**config.mk**
```make
export PLATFORM = sky130hd
export DESIGN_NAME = avfr_top
export DESIGN_NICKNAME = d
export VERILOG_FILES = /design/src/shared/avfr_pkg.sv /design/src/hdl/avfr_lin11_enc.sv /design/src/hdl/avfr_top.sv
export SDC_FILE = /design/constraint.sdc
export NUM_CORES = 1
export LEC_CHECK = 0
export ABC_AREA = 1
export BUFFER_PORTS_ARGS = -buffer_cell sky130_fd_sc_hd__buf_2
export CAP_MARGIN = 20
export CORE_ASPECT_RATIO = 0.5
export CORE_MARGIN = 3
export CORE_UTILIZATION = 35
export DETAILED_ROUTE_END_ITERATION = 10
export GPL_TIMING_DRIVEN = 0
export SLEW_MARGIN = 0
export SYNTH_ARGS = -nofsm -noshare
export SYNTH_HDL_FRONTEND = slang
export SYNTH_SLANG_ARGS = --single-unit
```
**constraint.sdc**
```tcl
create_clock -name REF_CLK -period 3.8 [get_ports REF_CLK]
set_input_delay 0.76 -clock REF_CLK [delete_from_list [all_inputs] [get_ports REF_CLK]]
set_output_delay 0.76 -clock REF_CLK [all_outputs]
set_load 0.1 [all_outputs]
```
**src/shared/avfr_pkg.sv**
```systemverilog
// constants, register codes and state encoding of the auxiliary voltage
// fault response block; shared by the top module and the encoder
package avfr_pkg;

  // command codes of the block
  localparam logic [7:0] AVFR_CODE_READING = 8'hf7;
  localparam logic [7:0] AVFR_CODE_OV_REACT = 8'hf8;
  localparam logic [7:0] AVFR_CODE_UV_REACT = 8'hf9;

  // reset value of both reaction registers: immediate shutdown, no retry
  localparam logic [7:0] AVFR_REACT_RESET = 8'h80;
  localparam logic [15:0] AVFR_READING_RESET = 16'h0000;

  // field positions inside a reaction byte
  localparam int AVFR_RESP_HI = 7;
  localparam int AVFR_RESP_LO = 6;
  localparam int AVFR_RETRY_HI = 5;
  localparam int AVFR_RETRY_LO = 3;

  // response and retry encodings
  localparam logic [1:0] AVFR_RESP_SHUTDOWN = 2'h2;
  localparam logic [1:0] AVFR_RESP_HOLD = 2'h3;
  localparam logic [2:0] AVFR_RETRY_NONE = 3'h0;
  localparam logic [2:0] AVFR_RETRY_CONT = 3'h7;

  // linear-11 layout: exponent on top, mantissa below
  localparam int AVFR_EXP_W = 5;
  localparam int AVFR_MANT_W = 11;
  localparam int AVFR_MANT_LIMIT = 1024;
  // pin input lsb is 2^-12 V; the monitored quantity is 16x the pin
  localparam int AVFR_PIN_EXP = -12;
  localparam int AVFR_PIN_GAIN_SHIFT = 4;

  // warning thresholds as fractions of the fault limits
  localparam int AVFR_OV_WARN_NUM = 9;
  localparam int AVFR_UV_WARN_NUM = 11;
  localparam int AVFR_WARN_DEN = 10;

  // restart interval
  localparam int AVFR_CLK_HZ = 25_000_000;
  localparam int AVFR_RETRY_UNIT_MS = 70;
  localparam int AVFR_RETRY_UNIT_CYCLES =
    (AVFR_CLK_HZ / 1000) * AVFR_RETRY_UNIT_MS;

  // output control states
  typedef enum logic [4:0] {
    AVFR_ST_STOP  = 5'h01,
    AVFR_ST_RUN   = 5'h02,
    AVFR_ST_LATCH = 5'h04,
    AVFR_ST_HOLD  = 5'h08,
    AVFR_ST_RETRY = 5'h10
  } avfr_state_t;

endpackage
```
**src/hdl/avfr_lin11_enc.sv**
```systemverilog
// linear-11 encoder: unsigned magnitude with a fixed lsb weight in,
// exponent and mantissa word out; purely combinational
// assumes the caller registers the result
`timescale 1ns/1ns
module avfr_lin11_enc
  import avfr_pkg::*;
#(
  parameter int IW = 20,
  parameter int BASE_EXP = AVFR_PIN_EXP
) (
  input wire logic [IW-1:0] value,
  output logic [15:0] word
);

  logic [IW-1:0] v;
  int e;

  // halve until the mantissa fits; truncation loses at most one lsb
  always_comb begin
    v = value;
    e = BASE_EXP;
    for (int i = 0; i < IW; i++) begin
      if (v >= IW'(AVFR_MANT_LIMIT)) begin
        v = v >> 1;
        e = e + 1;
      end
    end
    word = {e[AVFR_EXP_W-1:0], v[AVFR_MANT_W-1:0]};
  end

endmodule

```
**src/hdl/avfr_top.sv**
```systemverilog
// auxiliary monitor voltage readback and fault reaction logic
// assumes command strobes, samples and limits are synchronous to REF_CLK
// and that the limits are given in the same units as the sample
`timescale 1ns/1ns
module avfr_top
  import avfr_pkg::*;
#(
  parameter int RETRY_CYCLES = AVFR_RETRY_UNIT_CYCLES,
  parameter int PW = 16
) (
  input wire logic REF_CLK,
  input wire logic RST_B,
  input wire logic CMD_VALID,
  input wire logic CMD_WRITE,
  input wire logic [7:0] CMD_CODE,
  input wire logic [7:0] CMD_WDATA,
  input wire logic CMD_CLEAR_FAULTS,
  output logic [15:0] RD_DATA,
  output logic RD_VALID,
  output logic CMD_ERR,
  input wire logic AUX_SAMPLE_VALID,
  input wire logic [PW-1:0] AUX_PIN_CODE,
  input wire logic [PW+3:0] OV_FAULT_LIMIT,
  input wire logic [PW+3:0] UV_FAULT_LIMIT,
  input wire logic ENABLE_CMD,
  input wire logic BIAS_OK,
  input wire logic OTHER_FAULT,
  output logic OUTPUT_EN,
  output logic ALERT_OUTPUT_B,
  output logic STATUS_OV_FAULT,
  output logic STATUS_UV_FAULT,
  output logic STATUS_OV_WARN,
  output logic STATUS_UV_WARN
);

  localparam int QW = PW + AVFR_PIN_GAIN_SHIFT;
  localparam int CW = $clog2(RETRY_CYCLES + 1);
  localparam int WW = QW + 4;

  // sample path state
  logic [QW-1:0] quant_r, quant_nxt;
  logic seen_r, seen_nxt;
  logic [15:0] reading_r, reading_nxt;
  logic [15:0] enc_word;
  logic [QW-1:0] pin_scaled;

  // command path state
  logic [7:0] ov_react_r, ov_react_nxt;
  logic [7:0] uv_react_r, uv_react_nxt;
  logic [15:0] rd_data_r, rd_data_nxt;
  logic rd_valid_r, rd_valid_nxt;
  logic err_r, err_nxt;

  // status state
  logic ov_flag_r, ov_flag_nxt;
  logic uv_flag_r, uv_flag_nxt;
  logic ovw_flag_r, ovw_flag_nxt;
  logic uvw_flag_r, uvw_flag_nxt;
  logic alert_b_r, alert_b_nxt;

  // output control state
  avfr_state_t st_r, st_nxt;
  logic [CW-1:0] cnt_r, cnt_nxt;
  logic out_en_r, out_en_nxt;

  // comparisons
  logic [WW-1:0] ov_warn_lim, uv_warn_lim;
  logic ov_now, uv_now, ovw_now, uvw_now, fault_now, run_ok;
  logic [7:0] act_react;

  // scale pin code to the monitored quantity
  assign pin_scaled = {AUX_PIN_CODE, 4'h0};

  avfr_lin11_enc #(
    .IW(QW),
    .BASE_EXP(AVFR_PIN_EXP)
  ) u_enc (
    .value(pin_scaled),
    .word(enc_word)
  );

  // capture each new sample; faults are judged only once one has arrived,
  // otherwise the zero reset value would look like an undervoltage
  always_comb begin
    quant_nxt = quant_r;
    seen_nxt = seen_r;
    reading_nxt = reading_r;
    if (AUX_SAMPLE_VALID) begin
      quant_nxt = pin_scaled;
      seen_nxt = 1'b1;
      reading_nxt = enc_word;
    end
  end

  always_ff @(posedge REF_CLK or negedge RST_B) begin
    if (!RST_B) begin
      quant_r <= '0;
      seen_r <= 1'b0;
      reading_r <= AVFR_READING_RESET;
    end else begin
      quant_r <= quant_nxt;
      seen_r <= seen_nxt;
      reading_r <= reading_nxt;
    end
  end

  // warning levels follow the fault limits; constant divide kept simple
  // because limits change rarely and timing at 25 MHz is relaxed
  always_comb begin
    ov_warn_lim = WW'((WW'(OV_FAULT_LIMIT) * WW'(AVFR_OV_WARN_NUM))
                  / WW'(AVFR_WARN_DEN));
    uv_warn_lim = WW'((WW'(UV_FAULT_LIMIT) * WW'(AVFR_UV_WARN_NUM))
                  / WW'(AVFR_WARN_DEN));
    ov_now = seen_r && (quant_r > OV_FAULT_LIMIT);
    uv_now = seen_r && (quant_r < UV_FAULT_LIMIT);
    ovw_now = seen_r && (WW'(quant_r) > ov_warn_lim);
    uvw_now = seen_r && (WW'(quant_r) < uv_warn_lim);
    fault_now = ov_now || uv_now;
    run_ok = ENABLE_CMD && BIAS_OK && !OTHER_FAULT;
    // overvoltage reaction takes priority when both faults are present
    act_react = ov_now ? ov_react_r : uv_react_r;
  end

  // command decode; reads answer one cycle later from flops
  always_comb begin
    ov_react_nxt = ov_react_r;
    uv_react_nxt = uv_react_r;
    rd_data_nxt = rd_data_r;
    rd_valid_nxt = 1'b0;
    err_nxt = 1'b0;
    if (CMD_VALID) begin
      case (CMD_CODE)
        AVFR_CODE_READING: begin
          if (CMD_WRITE) begin
            err_nxt = 1'b1;
          end else begin
            rd_data_nxt = reading_r;
            rd_valid_nxt = 1'b1;
          end
        end
        AVFR_CODE_OV_REACT: begin
          if (CMD_WRITE) begin
            ov_react_nxt = CMD_WDATA;
          end else begin
            rd_data_nxt = {8'h00, ov_react_r};
            rd_valid_nxt = 1'b1;
          end
        end
        AVFR_CODE_UV_REACT: begin
          if (CMD_WRITE) begin
            uv_react_nxt = CMD_WDATA;
          end else begin
            rd_data_nxt = {8'h00, uv_react_r};
            rd_valid_nxt = 1'b1;
          end
        end
        default: begin
          err_nxt = 1'b1;
        end
      endcase
    end
  end

  always_ff @(posedge REF_CLK or negedge RST_B) begin
    if (!RST_B) begin
      ov_react_r <= AVFR_REACT_RESET;
      uv_react_r <= AVFR_REACT_RESET;
      rd_data_r <= 16'h0000;
      rd_valid_r <= 1'b0;
      err_r <= 1'b0;
    end else begin
      ov_react_r <= ov_react_nxt;
      uv_react_r <= uv_react_nxt;
      rd_data_r <= rd_data_nxt;
      rd_valid_r <= rd_valid_nxt;
      err_r <= err_nxt;
    end
  end

  // sticky status: a fault present in the clearing cycle keeps its bit
  always_comb begin
    ov_flag_nxt = ov_now || (ov_flag_r && !CMD_CLEAR_FAULTS);
    uv_flag_nxt = uv_now || (uv_flag_r && !CMD_CLEAR_FAULTS);
    ovw_flag_nxt = ovw_now || (ovw_flag_r && !CMD_CLEAR_FAULTS);
    uvw_flag_nxt = uvw_now || (uvw_flag_r && !CMD_CLEAR_FAULTS);
    alert_b_nxt = !(ov_flag_nxt || uv_flag_nxt);
  end

  always_ff @(posedge REF_CLK or negedge RST_B) begin
    if (!RST_B) begin
      ov_flag_r <= 1'b0;
      uv_flag_r <= 1'b0;
      ovw_flag_r <= 1'b0;
      uvw_flag_r <= 1'b0;
      alert_b_r <= 1'b1;
    end else begin
      ov_flag_r <= ov_flag_nxt;
      uv_flag_r <= uv_flag_nxt;
      ovw_flag_r <= ovw_flag_nxt;
      uvw_flag_r <= uvw_flag_nxt;
      alert_b_r <= alert_b_nxt;
    end
  end

  // output control; response codes 00/01, and retry codes 001-110 under response 10,
  // take no action on the output, only alert and status
  always_comb begin
    st_nxt = st_r;
    cnt_nxt = cnt_r;
    case (st_r)
      AVFR_ST_STOP: begin
        if (run_ok) begin
          st_nxt = AVFR_ST_RUN;
        end
      end
      AVFR_ST_RUN: begin
        if (!run_ok) begin
          st_nxt = AVFR_ST_STOP;
        end else if (fault_now && act_react[AVFR_RESP_HI:AVFR_RESP_LO]
                     == AVFR_RESP_SHUTDOWN) begin
          if (act_react[AVFR_RETRY_HI:AVFR_RETRY_LO] == AVFR_RETRY_CONT) begin
            st_nxt = AVFR_ST_RETRY;
            cnt_nxt = '0;
          end else if (act_react[AVFR_RETRY_HI:AVFR_RETRY_LO]
                       == AVFR_RETRY_NONE) begin
            st_nxt = AVFR_ST_LATCH;
          end
        end else if (fault_now && act_react[AVFR_RESP_HI:AVFR_RESP_LO]
                     == AVFR_RESP_HOLD) begin
          st_nxt = AVFR_ST_HOLD;
        end
      end
      AVFR_ST_LATCH: begin
        if (!run_ok) begin
          st_nxt = AVFR_ST_STOP;
        end else if (CMD_CLEAR_FAULTS) begin
          st_nxt = AVFR_ST_RUN;
        end
      end
      AVFR_ST_HOLD: begin
        if (!run_ok) begin
          st_nxt = AVFR_ST_STOP;
        end else if (!fault_now) begin
          st_nxt = AVFR_ST_RUN;
        end
      end
      AVFR_ST_RETRY: begin
        // the restart does not look at the fault; a lasting fault simply
        // shuts the output down again from the run state
        if (!run_ok) begin
          st_nxt = AVFR_ST_STOP;
        end else if (cnt_r == CW'(RETRY_CYCLES - 1)) begin
          st_nxt = AVFR_ST_RUN;
          cnt_nxt = '0;
        end else begin
          cnt_nxt = cnt_r + CW'(1);
        end
      end
      default: begin
        st_nxt = AVFR_ST_STOP;
      end
    endcase
    out_en_nxt = (st_nxt == AVFR_ST_RUN);
  end

  always_ff @(posedge REF_CLK or negedge RST_B) begin
    if (!RST_B) begin
      st_r <= AVFR_ST_STOP;
      cnt_r <= '0;
      out_en_r <= 1'b0;
    end else begin
      st_r <= st_nxt;
      cnt_r <= cnt_nxt;
      out_en_r <= out_en_nxt;
    end
  end

  assign RD_DATA = rd_data_r;
  assign RD_VALID = rd_valid_r;
  assign CMD_ERR = err_r;
  assign OUTPUT_EN = out_en_r;
  assign ALERT_OUTPUT_B = alert_b_r;
  assign STATUS_OV_FAULT = ov_flag_r;
  assign STATUS_UV_FAULT = uv_flag_r;
  assign STATUS_OV_WARN = ovw_flag_r;
  assign STATUS_UV_WARN = uvw_flag_r;

endmodule

```
# ---- Yosys cells after proc, flatten, opt, wreduce, memory -nomap -nowiden
# Index checks and enable logic that the tools add are counted.
dict set report classes {
  addsub 20
  n_mul 2
  n_div 2
  n_lt_le_gt_ge 24
  n_eq_ne 20
  n_mux 70
  n_reduce_logical 30
}
# op count
set ops {}
lappend ops {{$ge A20 B11 Y1 const B} 20}
lappend ops {{$mux W20} 19}
lappend ops {{$mux W5} 31}
lappend ops {{$mux W21} 5}
lappend ops {{$add A5 B2 Y5 const B} 19}
lappend ops {{$div A24 B4 Y24 const B} 2}
lappend ops {{$mul A20 B4 Y24 const B} 2}
lappend ops {{$mux W16} 3}
lappend ops {{$pmux W16 S3} 1}
lappend ops {{$pmux W21 S2} 1}
lappend ops {{$pmux W5 S5} 1}
lappend ops {{$eq A8 B8 Y1 const B} 3}
lappend ops {{$gt A20 B24 Y1} 1}
lappend ops {{$lt A20 B24 Y1} 1}
lappend ops {{$add A21 B1 Y21 const B} 1}
lappend ops {{$eq A21 B21 Y1 const B} 1}
lappend ops {{$gt A20 B20 Y1} 1}
lappend ops {{$lt A20 B20 Y1} 1}
lappend ops {{$ne A2 B2 Y1 const B} 7}
lappend ops {{$logic_and A1 B1 Y1} 12}
lappend ops {{$mux W11} 1}
lappend ops {{$eq A5 B2 Y1 const B} 2}
lappend ops {{$reduce_and A5 Y1} 2}
lappend ops {{$mux W8} 1}
lappend ops {{other kinds (16)} 30}
dict set report totals {
  reg_bits 99
  output_inout_bits 24
  elab_cells 184
}

# ---- Longest topological paths before layout
# Gate-level depths: netlist of run 1.
dict set report depth {
  word_depth 40
  ltp_mapped 114
  depth_no_buf 114
}

# ---- Hierarchy
# From an unflattened synthesis of run 1, not the netlist that was laid out.
dict set report unflattened {
  cells_unflattened 2380
  area_unflattened_um2 15010.6
}
# mod n_inst cells_each area_each_um2 seq_area_each_um2
set by_module_without_submodules {}
lappend by_module_without_submodules {avfr_top 1 1939 12824.8 2482.4}
lappend by_module_without_submodules {avfr_lin11_enc 1 441 2185.8 0.0}

# ---- Least setup slack after synthesis of run 1
# Ideal clock, no wire load.
dict set report synth_timing {
  path_kind {input -> register}
  startpoint {input UV_FAULT_LIMIT[2]}
  endpoint {register uvw_flag_r, in the netlist STATUS_UV_WARN}
  setup_time_ns 0.120
  t_arrival_ns 8.652
  setup_slack_ns -4.972
  stages 97
  n_path_buf 0
  cell_sequence {ha_1 -> inv_1 -> fa_1 -> inv_1 -> ha_1 -> a21oi_2 -> o21ai_2 -> a21oi_2 -> o21ai_2 -> nand2_1 -> nand2_1 -> xnor2_1 -> nand2_1 -> nand2_2 -> nand2_2 -> nand2_2 -> nand3_2 -> nand2_2 -> [... 61 more ...] -> inv_2 -> nand2_2 -> nand2_2 -> nand2_1 -> nand2_2 -> inv_1 -> nand2_2 -> nand2_2 -> o21ai_1 -> inv_1 -> nand2_1 -> nand2_1 -> nand2_1 -> nand3_1 -> nand2_1 -> nand2_1 -> nand2_1 -> nand2_1}
}
dict set report synth_via {
  elab_chain_cells 5
}
# item line_no
set synth_lines {}
lappend synth_lines {{start: declaration} avfr_top.sv:24} ;# input wire logic [PW+3:0] UV_FAULT_LIMIT,
lappend synth_lines {{$mul A20 B4 Y24} avfr_top.sv:112} ;# uv_warn_lim = WW'((WW'(UV_FAULT_LIMIT) * WW'(AVFR_UV_WARN_NUM))
lappend synth_lines {{$div A24 B4 Y24} avfr_top.sv:113} ;# / WW'(AVFR_WARN_DEN));
lappend synth_lines {{$lt A20 B24 Y1} avfr_top.sv:117} ;# uvw_now = seen_r && (WW'(quant_r) < uv_warn_lim);
lappend synth_lines {{$logic_and A1 B1 Y1} avfr_top.sv:117}
lappend synth_lines {{$logic_or A1 B1 Y1} avfr_top.sv:185} ;# uvw_flag_nxt = uvw_now || (uvw_flag_r && !CMD_CLEAR_FAULTS);
lappend synth_lines {{net uvw_flag_nxt} avfr_top.sv:58} ;# logic uvw_flag_r, uvw_flag_nxt;
lappend synth_lines {{end signal: assignment} avfr_top.sv:200} ;# uvw_flag_r <= uvw_flag_nxt;
lappend synth_lines {{end: declaration} avfr_top.sv:58}
# The timed path passes the listed nets, and every way through them passes these cells.
# A chain may end at the register's enable or synchronous reset.

# ---- Worst setup path after layout of run 1
dict set report layout_timing {
  startpoint {input UV_FAULT_LIMIT[5]}
  endpoint {register uvw_flag_r, in the netlist STATUS_UV_WARN}
}
# Same word-level chain as after synthesis.

==> results of run 1 <==
## worst reg2reg max path: cells and delay by family (launching register included)
family | cells | cell delay (ns)
AND/OR/NAND/NOR | 11 | 1.51
AO/OA/AOI/OAI | 7 | 1.07
flip-flops | 1 | 0.51
buffers and inverters | 4 | 0.48
adder cells (fa/ha/maj) | 1 | 0.32
multiplexers | 1 | 0.20
## cells in the mapped netlist (8+ instances only)
cell / count
fa_1: 19
ha_1: 154
inv_1: 338
nand2_4: 16
nand4_1: 52
o21ai_0: 96
mux2i_1: 31
o31ai_1: 11
nand2_2: 107
inv_2: 43
nand3_2: 18
nor3_1: 22
o21ai_1: 16
xnor2_1: 14
a31oi_1: 16
clkbuf_1: 30
o22ai_1: 8
nor2_1: 99
nand2_1: 590
o21bai_1: 10
a21oi_1: 90
dfrtp_1: 95
a21o_1: 10
xor2_1: 39
nor4_1: 12
nand3_1: 184
## flip-flops by register name, indices dropped and copies added (netlist names)
register,cells
uv_react_r,8
STATUS_OV_WARN,1
RD_VALID,1
STATUS_UV_FAULT,1
reading_r,16
STATUS_OV_FAULT,1
CMD_ERR,1
ov_react_r,8
RD_DATA,16
cnt_r,21
STATUS_UV_WARN,1
ALERT_OUTPUT_B,1
OUTPUT_EN,1
quant_r,16
seen_r,1
st_r,5
## layer usage
| layer | track usage | routed length, um |
|---|---|---|
| met4 | 0.0470 | 1120 |
| met3 | 0.0170 | 1150 |
| met1 | 0.248 | 19900 |
| met5 | 0 | 7 |
| met2 | 0.336 | 22400 |
## worst max path at each step
| stage | start | to | slack (ns) | cells past startpoint |
|---|---|---|---|---|
| 5_1_grt | UV_FAULT_LIMIT[5] | STATUS_UV_WARN$_DFF_PN0_ | -6.66 | 106 |
| 6_report | UV_FAULT_LIMIT[5] | STATUS_UV_WARN$_DFF_PN0_ | -6.13 | 86 |
| 2_1_floorplan | UV_FAULT_LIMIT[2] | STATUS_UV_WARN$_DFF_PN0_ | -4.91 | 97 |
| 3_5_place_dp | UV_FAULT_LIMIT[1] | STATUS_UV_WARN$_DFF_PN0_ | -6.60 | 93 |
| 3_3_place_gp | UV_FAULT_LIMIT[1] | STATUS_UV_WARN$_DFF_PN0_ | -6.42 | 95 |
| 4_1_cts | UV_FAULT_LIMIT[4] | STATUS_UV_WARN$_DFF_PN0_ | -5.60 | 101 |
## cell type report
type	instances	area share
Inverter	387	0.0719
Timing Repair Buffer	344	0.123
Multi-Input combinational cell	1692	0.633
Antenna cell	1	0.000119
Sequential cell	99	0.119
Clock inverter	7	0.00393
Clock buffer	9	0.0107
Buffer	30	0.00779
Tap cell	530	0.0315
## cell families (layout without fill, tap and decap cells)
logic type               count (synthesis)  count (layout)  share of synthesized area
AND/OR/NAND/NOR                       1131            1131                      0.372
flip-flops                              99              99                      0.174
XOR/XNOR                                54              54                     0.0337
buffers and inverters                  418             777                      0.110
adder cells (fa/ha/maj)                173             173                      0.162
multiplexers                            31              31                     0.0218
other                                    0               1                          0
AO/OA/AOI/OAI                          303             303                      0.126
## placed cells by master, fill, tap and decap left out, types with 69 or more instances in the layout
| cell type | Yosys | routed |
|---|---|---|
| nor2_1 | 99 | 74 |
| dfrtp_1 | 95 | 87 |
| nand3_1 | 184 | 125 |
| a21oi_1 | 90 | 69 |
| ha_1 | 154 | 88 |
| nand2_2 | 107 | 177 |
| buf_2 | 0 | 73 |
| nand2_1 | 590 | 412 |
| nand2_4 | 16 | 123 |
| inv_2 | 43 | 101 |
| inv_1 | 338 | 264 |
| buf_4 | 0 | 238 |
## repair_timing
| item | 4_1_cts | 5_1_grt |
|---|---|---|
| hold endpoints to repair | 0 | 0 |
| gates resized for setup | 332 | 446 |
| endpoints found under the setup margin | 34 | 37 |
| buffers inserted | 157 | 83 |
| pin swaps | 208 | 259 |
| gates cloned | 1 | 0 |
## stage by stage
stage | util | std cells
after CTS | 0.473 | 3015
after global placement | 0.398 | 2842
after global routing | 0.532 | 3099
after floorplan | - | 2209
after detailed placement | 0.398 | 2843
final | 0.532 | 3099
==> results.ini, run 1 <==
[status]
status = complete, but fails checks
violations = negative setup slack

[place]
place_area_um2 = 15700
dp_hpwl_mm = 31.3
place_ws_ns = -6.60
io_buffers = 103
gp_congestion = 0.855

[timing]
relSlewSlack = 0.412
drv_slew = 0
rsz0062_at_grt = true
setup_violations = 11
fin_tns_setup_ns = -18.24
fin_worst_skew_ns = 0.0127
final.min_clock_period_ns = 9.93
finalHoldViolations = 0
worst_slack_ns = -6.13
worst_pin_slew_ns = 0.875
fmax_mhz = 101
finalCritPeriodShare = 2.61
hold_slack_ns = 0.392

[clocking]
cts_tree = yes
cts_buffers = 9
clk_latency_ns = 0.35
cts.clk_slew.worst_paths_ns = 0.07
cts_root_buffer = clkbuf_16
cts_max_path_buffers = 2
cts.sinks = 99
htreeDepth = 3
hold_buffers = 0

[global_routing]
grt_pass1_vias = 14400
grt_pass1_wl_mm = 69.3
antenna_found_initial = 2
gr-total-overflow = 0
grt_max_degree = 60
track_usage = 0.189

[critical_path]
r2r_cells = 24
reg2reg_slack_ns = -0.39
cpMostUsedCell = buf_4
cp_slowest_cell = fa_1
setup.worst_path.start_class = input port
end_kind = register
r2r_start = quant_r[15]$_DFFE_PN0P_
cp_max_fo = 4
cp_num_buf_inv = 36
crit_type = in2reg
timing.rr.end = cnt_r[19]$_DFFE_PN0P_
crit_required_ns = 4.09
cp.arrival_ns = 10.21
cp_top_family = buffers and inverters
max_stage_delay_ns = 0.56

[synth]
synth-seq-cells = 99
syn_area_per_cell_um2 = 6.44
synthCells = 2209
netlist_top_cells_area = dfrtp_1 17%, nand2_1 16%, ha_1 14%
synth_flop_cell = dfrtp_1
mappedNetlistArea_um2 = 14200
syn_nets = 2463
seq_area_frac_synth = 0.174
synth.top_cell.area_share = 0.167
ys_types = 60
ys_warn_count = 0
async_reset_ff_frac = 1.00
synth_edf_count = 0
yosysTopAreaCell = dfrtp_1

[floorplanning]
start_util = 0.360
fp.coreArea_um2 = 39500
dieWidth_um = 291
die-area_um2 = 43300
fp.dieH_um = 149
fp-row-count = 51
pin_count = 105

[worst_hold_path]
hp-class = in2async

[final_layout]
multi_input_area_um2 = 13300
syn_to_final_growth_pct = 47.7
n_fill_cell = 3600
nets = 2817
drive_above_1_share = 0.423
regArea_um2 = 2490
design_area_um2 = 21000

[drt]
ant_nets = 0
vias = 15600
vias_per_cell = 5.03
route.detailed.wl_per_inst_um = 14.4
drt-total-wl_mm = 44.6
route.detailed.drc = 0
drtIter0Drc = 731
firstDrtPassIters = 5

[job]
cap_viol_max_count = 0

Power of run 1 is left out: the tool's default activity adds up to more than one toggle a clock period on the data nets, which glitch-free logic cannot reach.
==> run 2, diff against run 1 <==
--- a/config.mk
+++ b/config.mk
@@ -17,3 +17,4 @@
 export SYNTH_ARGS = -nofsm -noshare
 export SYNTH_HDL_FRONTEND = slang
 export SYNTH_SLANG_ARGS = --single-unit
+export TNS_END_PERCENT = 5
==> results.ini, run 2 (synthesis gave the netlist of run 1 again) <==
[drt]
route.detailed.wl_per_inst_um = 13.5  ; -5.9%
firstDrtPassIters = 5  ; unchanged
vias = 14400  ; -7.4%
ant_nets = 0  ; unchanged
drtIter0Drc = 672  ; -8.1%
vias_per_cell = 4.91  ; -2.5%
drt-total-wl_mm = 39.9  ; -11%
route.detailed.drc = 0  ; unchanged

[floorplanning]
pin_count = 105  ; unchanged
die-area_um2 = 43300  ; unchanged
fp-row-count = 51  ; unchanged
fp.dieH_um = 149  ; unchanged
dieWidth_um = 291  ; unchanged
start_util = 0.360  ; unchanged
fp.coreArea_um2 = 39500  ; unchanged

[timing]
fin_worst_skew_ns = 0.0102  ; -0.00242 ns
final.min_clock_period_ns = 9.55  ; -0.381 ns
finalHoldViolations = 0  ; unchanged
rsz0062_at_grt = true
worst_pin_slew_ns = 0.770  ; -0.104 ns
drv_slew = 0  ; unchanged
fmax_mhz = 105  ; +4.0%
worst_slack_ns = -5.75  ; +0.381 ns
relSlewSlack = 0.482  ; +0.0702
finalCritPeriodShare = 2.51  ; -0.100
setup_violations = 15  ; +4

[final_layout]
n_fill_cell = 3876  ; +7.7%
drive_above_1_share = 0.310  ; -0.114
mostFrequentLayoutCells = 465 x nand2_1, 299 x inv_1, 152 x nand2_2, 139 x nand3_1, 116 x ha_1
design_area_um2 = 18500  ; -12%
mostFrequentLayoutCell = nand2_1
multi_input_area_um2 = 12200  ; -8.5%
syn_to_final_growth_pct = 30.2
regArea_um2 = 2480  ; -0.40%
regMostFlops = cnt_r
layout.cells.non_filler = 2943  ; -5.0%
antennaDiodeCount = 0  ; -1
largest_register_ffs = 21  ; unchanged
nets = 2662  ; -5.5%

[clocking]
clk_latency_ns = 0.35  ; about the same
hold_buffers = 0  ; unchanged
cts_tree = yes
htreeDepth = 3  ; unchanged
cts_root_buffer = clkbuf_16
cts_max_path_buffers = 2  ; unchanged
cts.clk_slew.worst_paths_ns = 0.08  ; about the same
cts.sinks = 99  ; unchanged
cts_buffers = 9  ; unchanged

[global_routing]
track_usage = 0.173  ; -0.0161
grt_pass1_vias = 13500  ; -5.8%
antenna_found_initial = 0  ; -2
grt_pass1_wl_mm = 63.9  ; -7.8%
grt_max_degree = 62  ; +3.3%
gr-total-overflow = 0  ; unchanged

[job]
cap_viol_max_count = 0  ; unchanged

[critical_path]
cpMostUsedCell = nand2_4
setup.worst_path.start_class = input port
cp.arrival_ns = 9.79  ; -0.42 ns
crit_type = in2reg
max_stage_delay_ns = 0.48  ; -0.08 ns
end_kind = register
cp_slowest_cell = fa_1
crit_required_ns = 4.04  ; -0.05 ns
cp_top_family = simple AND/OR/NAND/NOR gates
cp_max_fo = 5  ; +1
cp_num_buf_inv = 14  ; -61%

[place]
gp_congestion = 0.860  ; +0.55%
dp_hpwl_mm = 30.9  ; -1.1%
place_ws_ns = -6.67  ; -0.0761 ns
io_buffers = 103  ; unchanged
place_area_um2 = 15500  ; -1.5%
dp_cells = 2843  ; unchanged

[worst_hold_path]
hp-class = in2async

[status]
status = complete, but fails checks
violations = negative setup slack

-- run 2: cell count changes in the layout (fill, tap and decap cells not counted), sizes merged --
cell / previous run / this run
bufinv: 1 / 0
inv: 383 / 386
clkbuf: 39 / 36
clkinv: 7 / 8
clkinvlp: 3 / 0
buf: 344 / 192
diode: 1 / 0
-- run 2: stage by stage --
stage	utilization	hold WS, ns	setup TNS (ns)
4_1_cts	0.423	0.387	-24.70
2_1_floorplan	-	0.445	-30.83
6_report	0.469	0.378	-23.07
3_5_place_dp	0.392	0.465	-70.97
5_1_grt	0.469	0.415	-32.90
3_3_place_gp	0.392	0.459	-71.35
-- run 2: path summary, 6_finish.rpt --
check | start | cells after the start | to | slack (ns)
min in group REF_CLK | RD_DATA[9]$_DFFE_PN0P_ | 2 | RD_DATA[9]$_DFFE_PN0P_ | 0.48
worst min register to register | RD_DATA[9]$_DFFE_PN0P_ | 2 | RD_DATA[9]$_DFFE_PN0P_ | 0.48
worst max register to register | quant_r[4]$_DFFE_PN0P_ | 24 | cnt_r[17]$_DFFE_PN0P_ | -0.55
worst min-delay path | RST_B | 1 | cnt_r[9]$_DFFE_PN0P_ | 0.38
max in group asynchronous | RST_B | 2 | st_r[0]$_DFF_PN1_ | 2.71
worst max-delay path | UV_FAULT_LIMIT[18] | 100 | STATUS_UV_WARN$_DFF_PN0_ | -5.75
-- run 2: area by class of cell --
class,count,area share
Multi-Input combinational cell,1692,0.657
Sequential cell,99,0.134
Inverter,387,0.0799
Timing Repair Buffer,188,0.0698
Tap cell,530,0.0358
Clock buffer,9,0.0122
Buffer,31,0.00729
Clock inverter,7,0.00412
-- run 2: timing repair --
action / 4_1_cts / 5_1_grt
resized for setup: 146 / 388
pin swaps: 79 / 205
buffers inserted: 41 / 43
endpoints found under the setup margin: 38 / 37
-- run 2: routing by layer --
metal | GRT usage | routed length, um
met1 | 0.238 | 19500
met2 | 0.304 | 19100
met3 | 0.00925 | 681
met4 | 0.0305 | 580
met5 | 0 | 0
Power of run 2 is left out for the same reason.
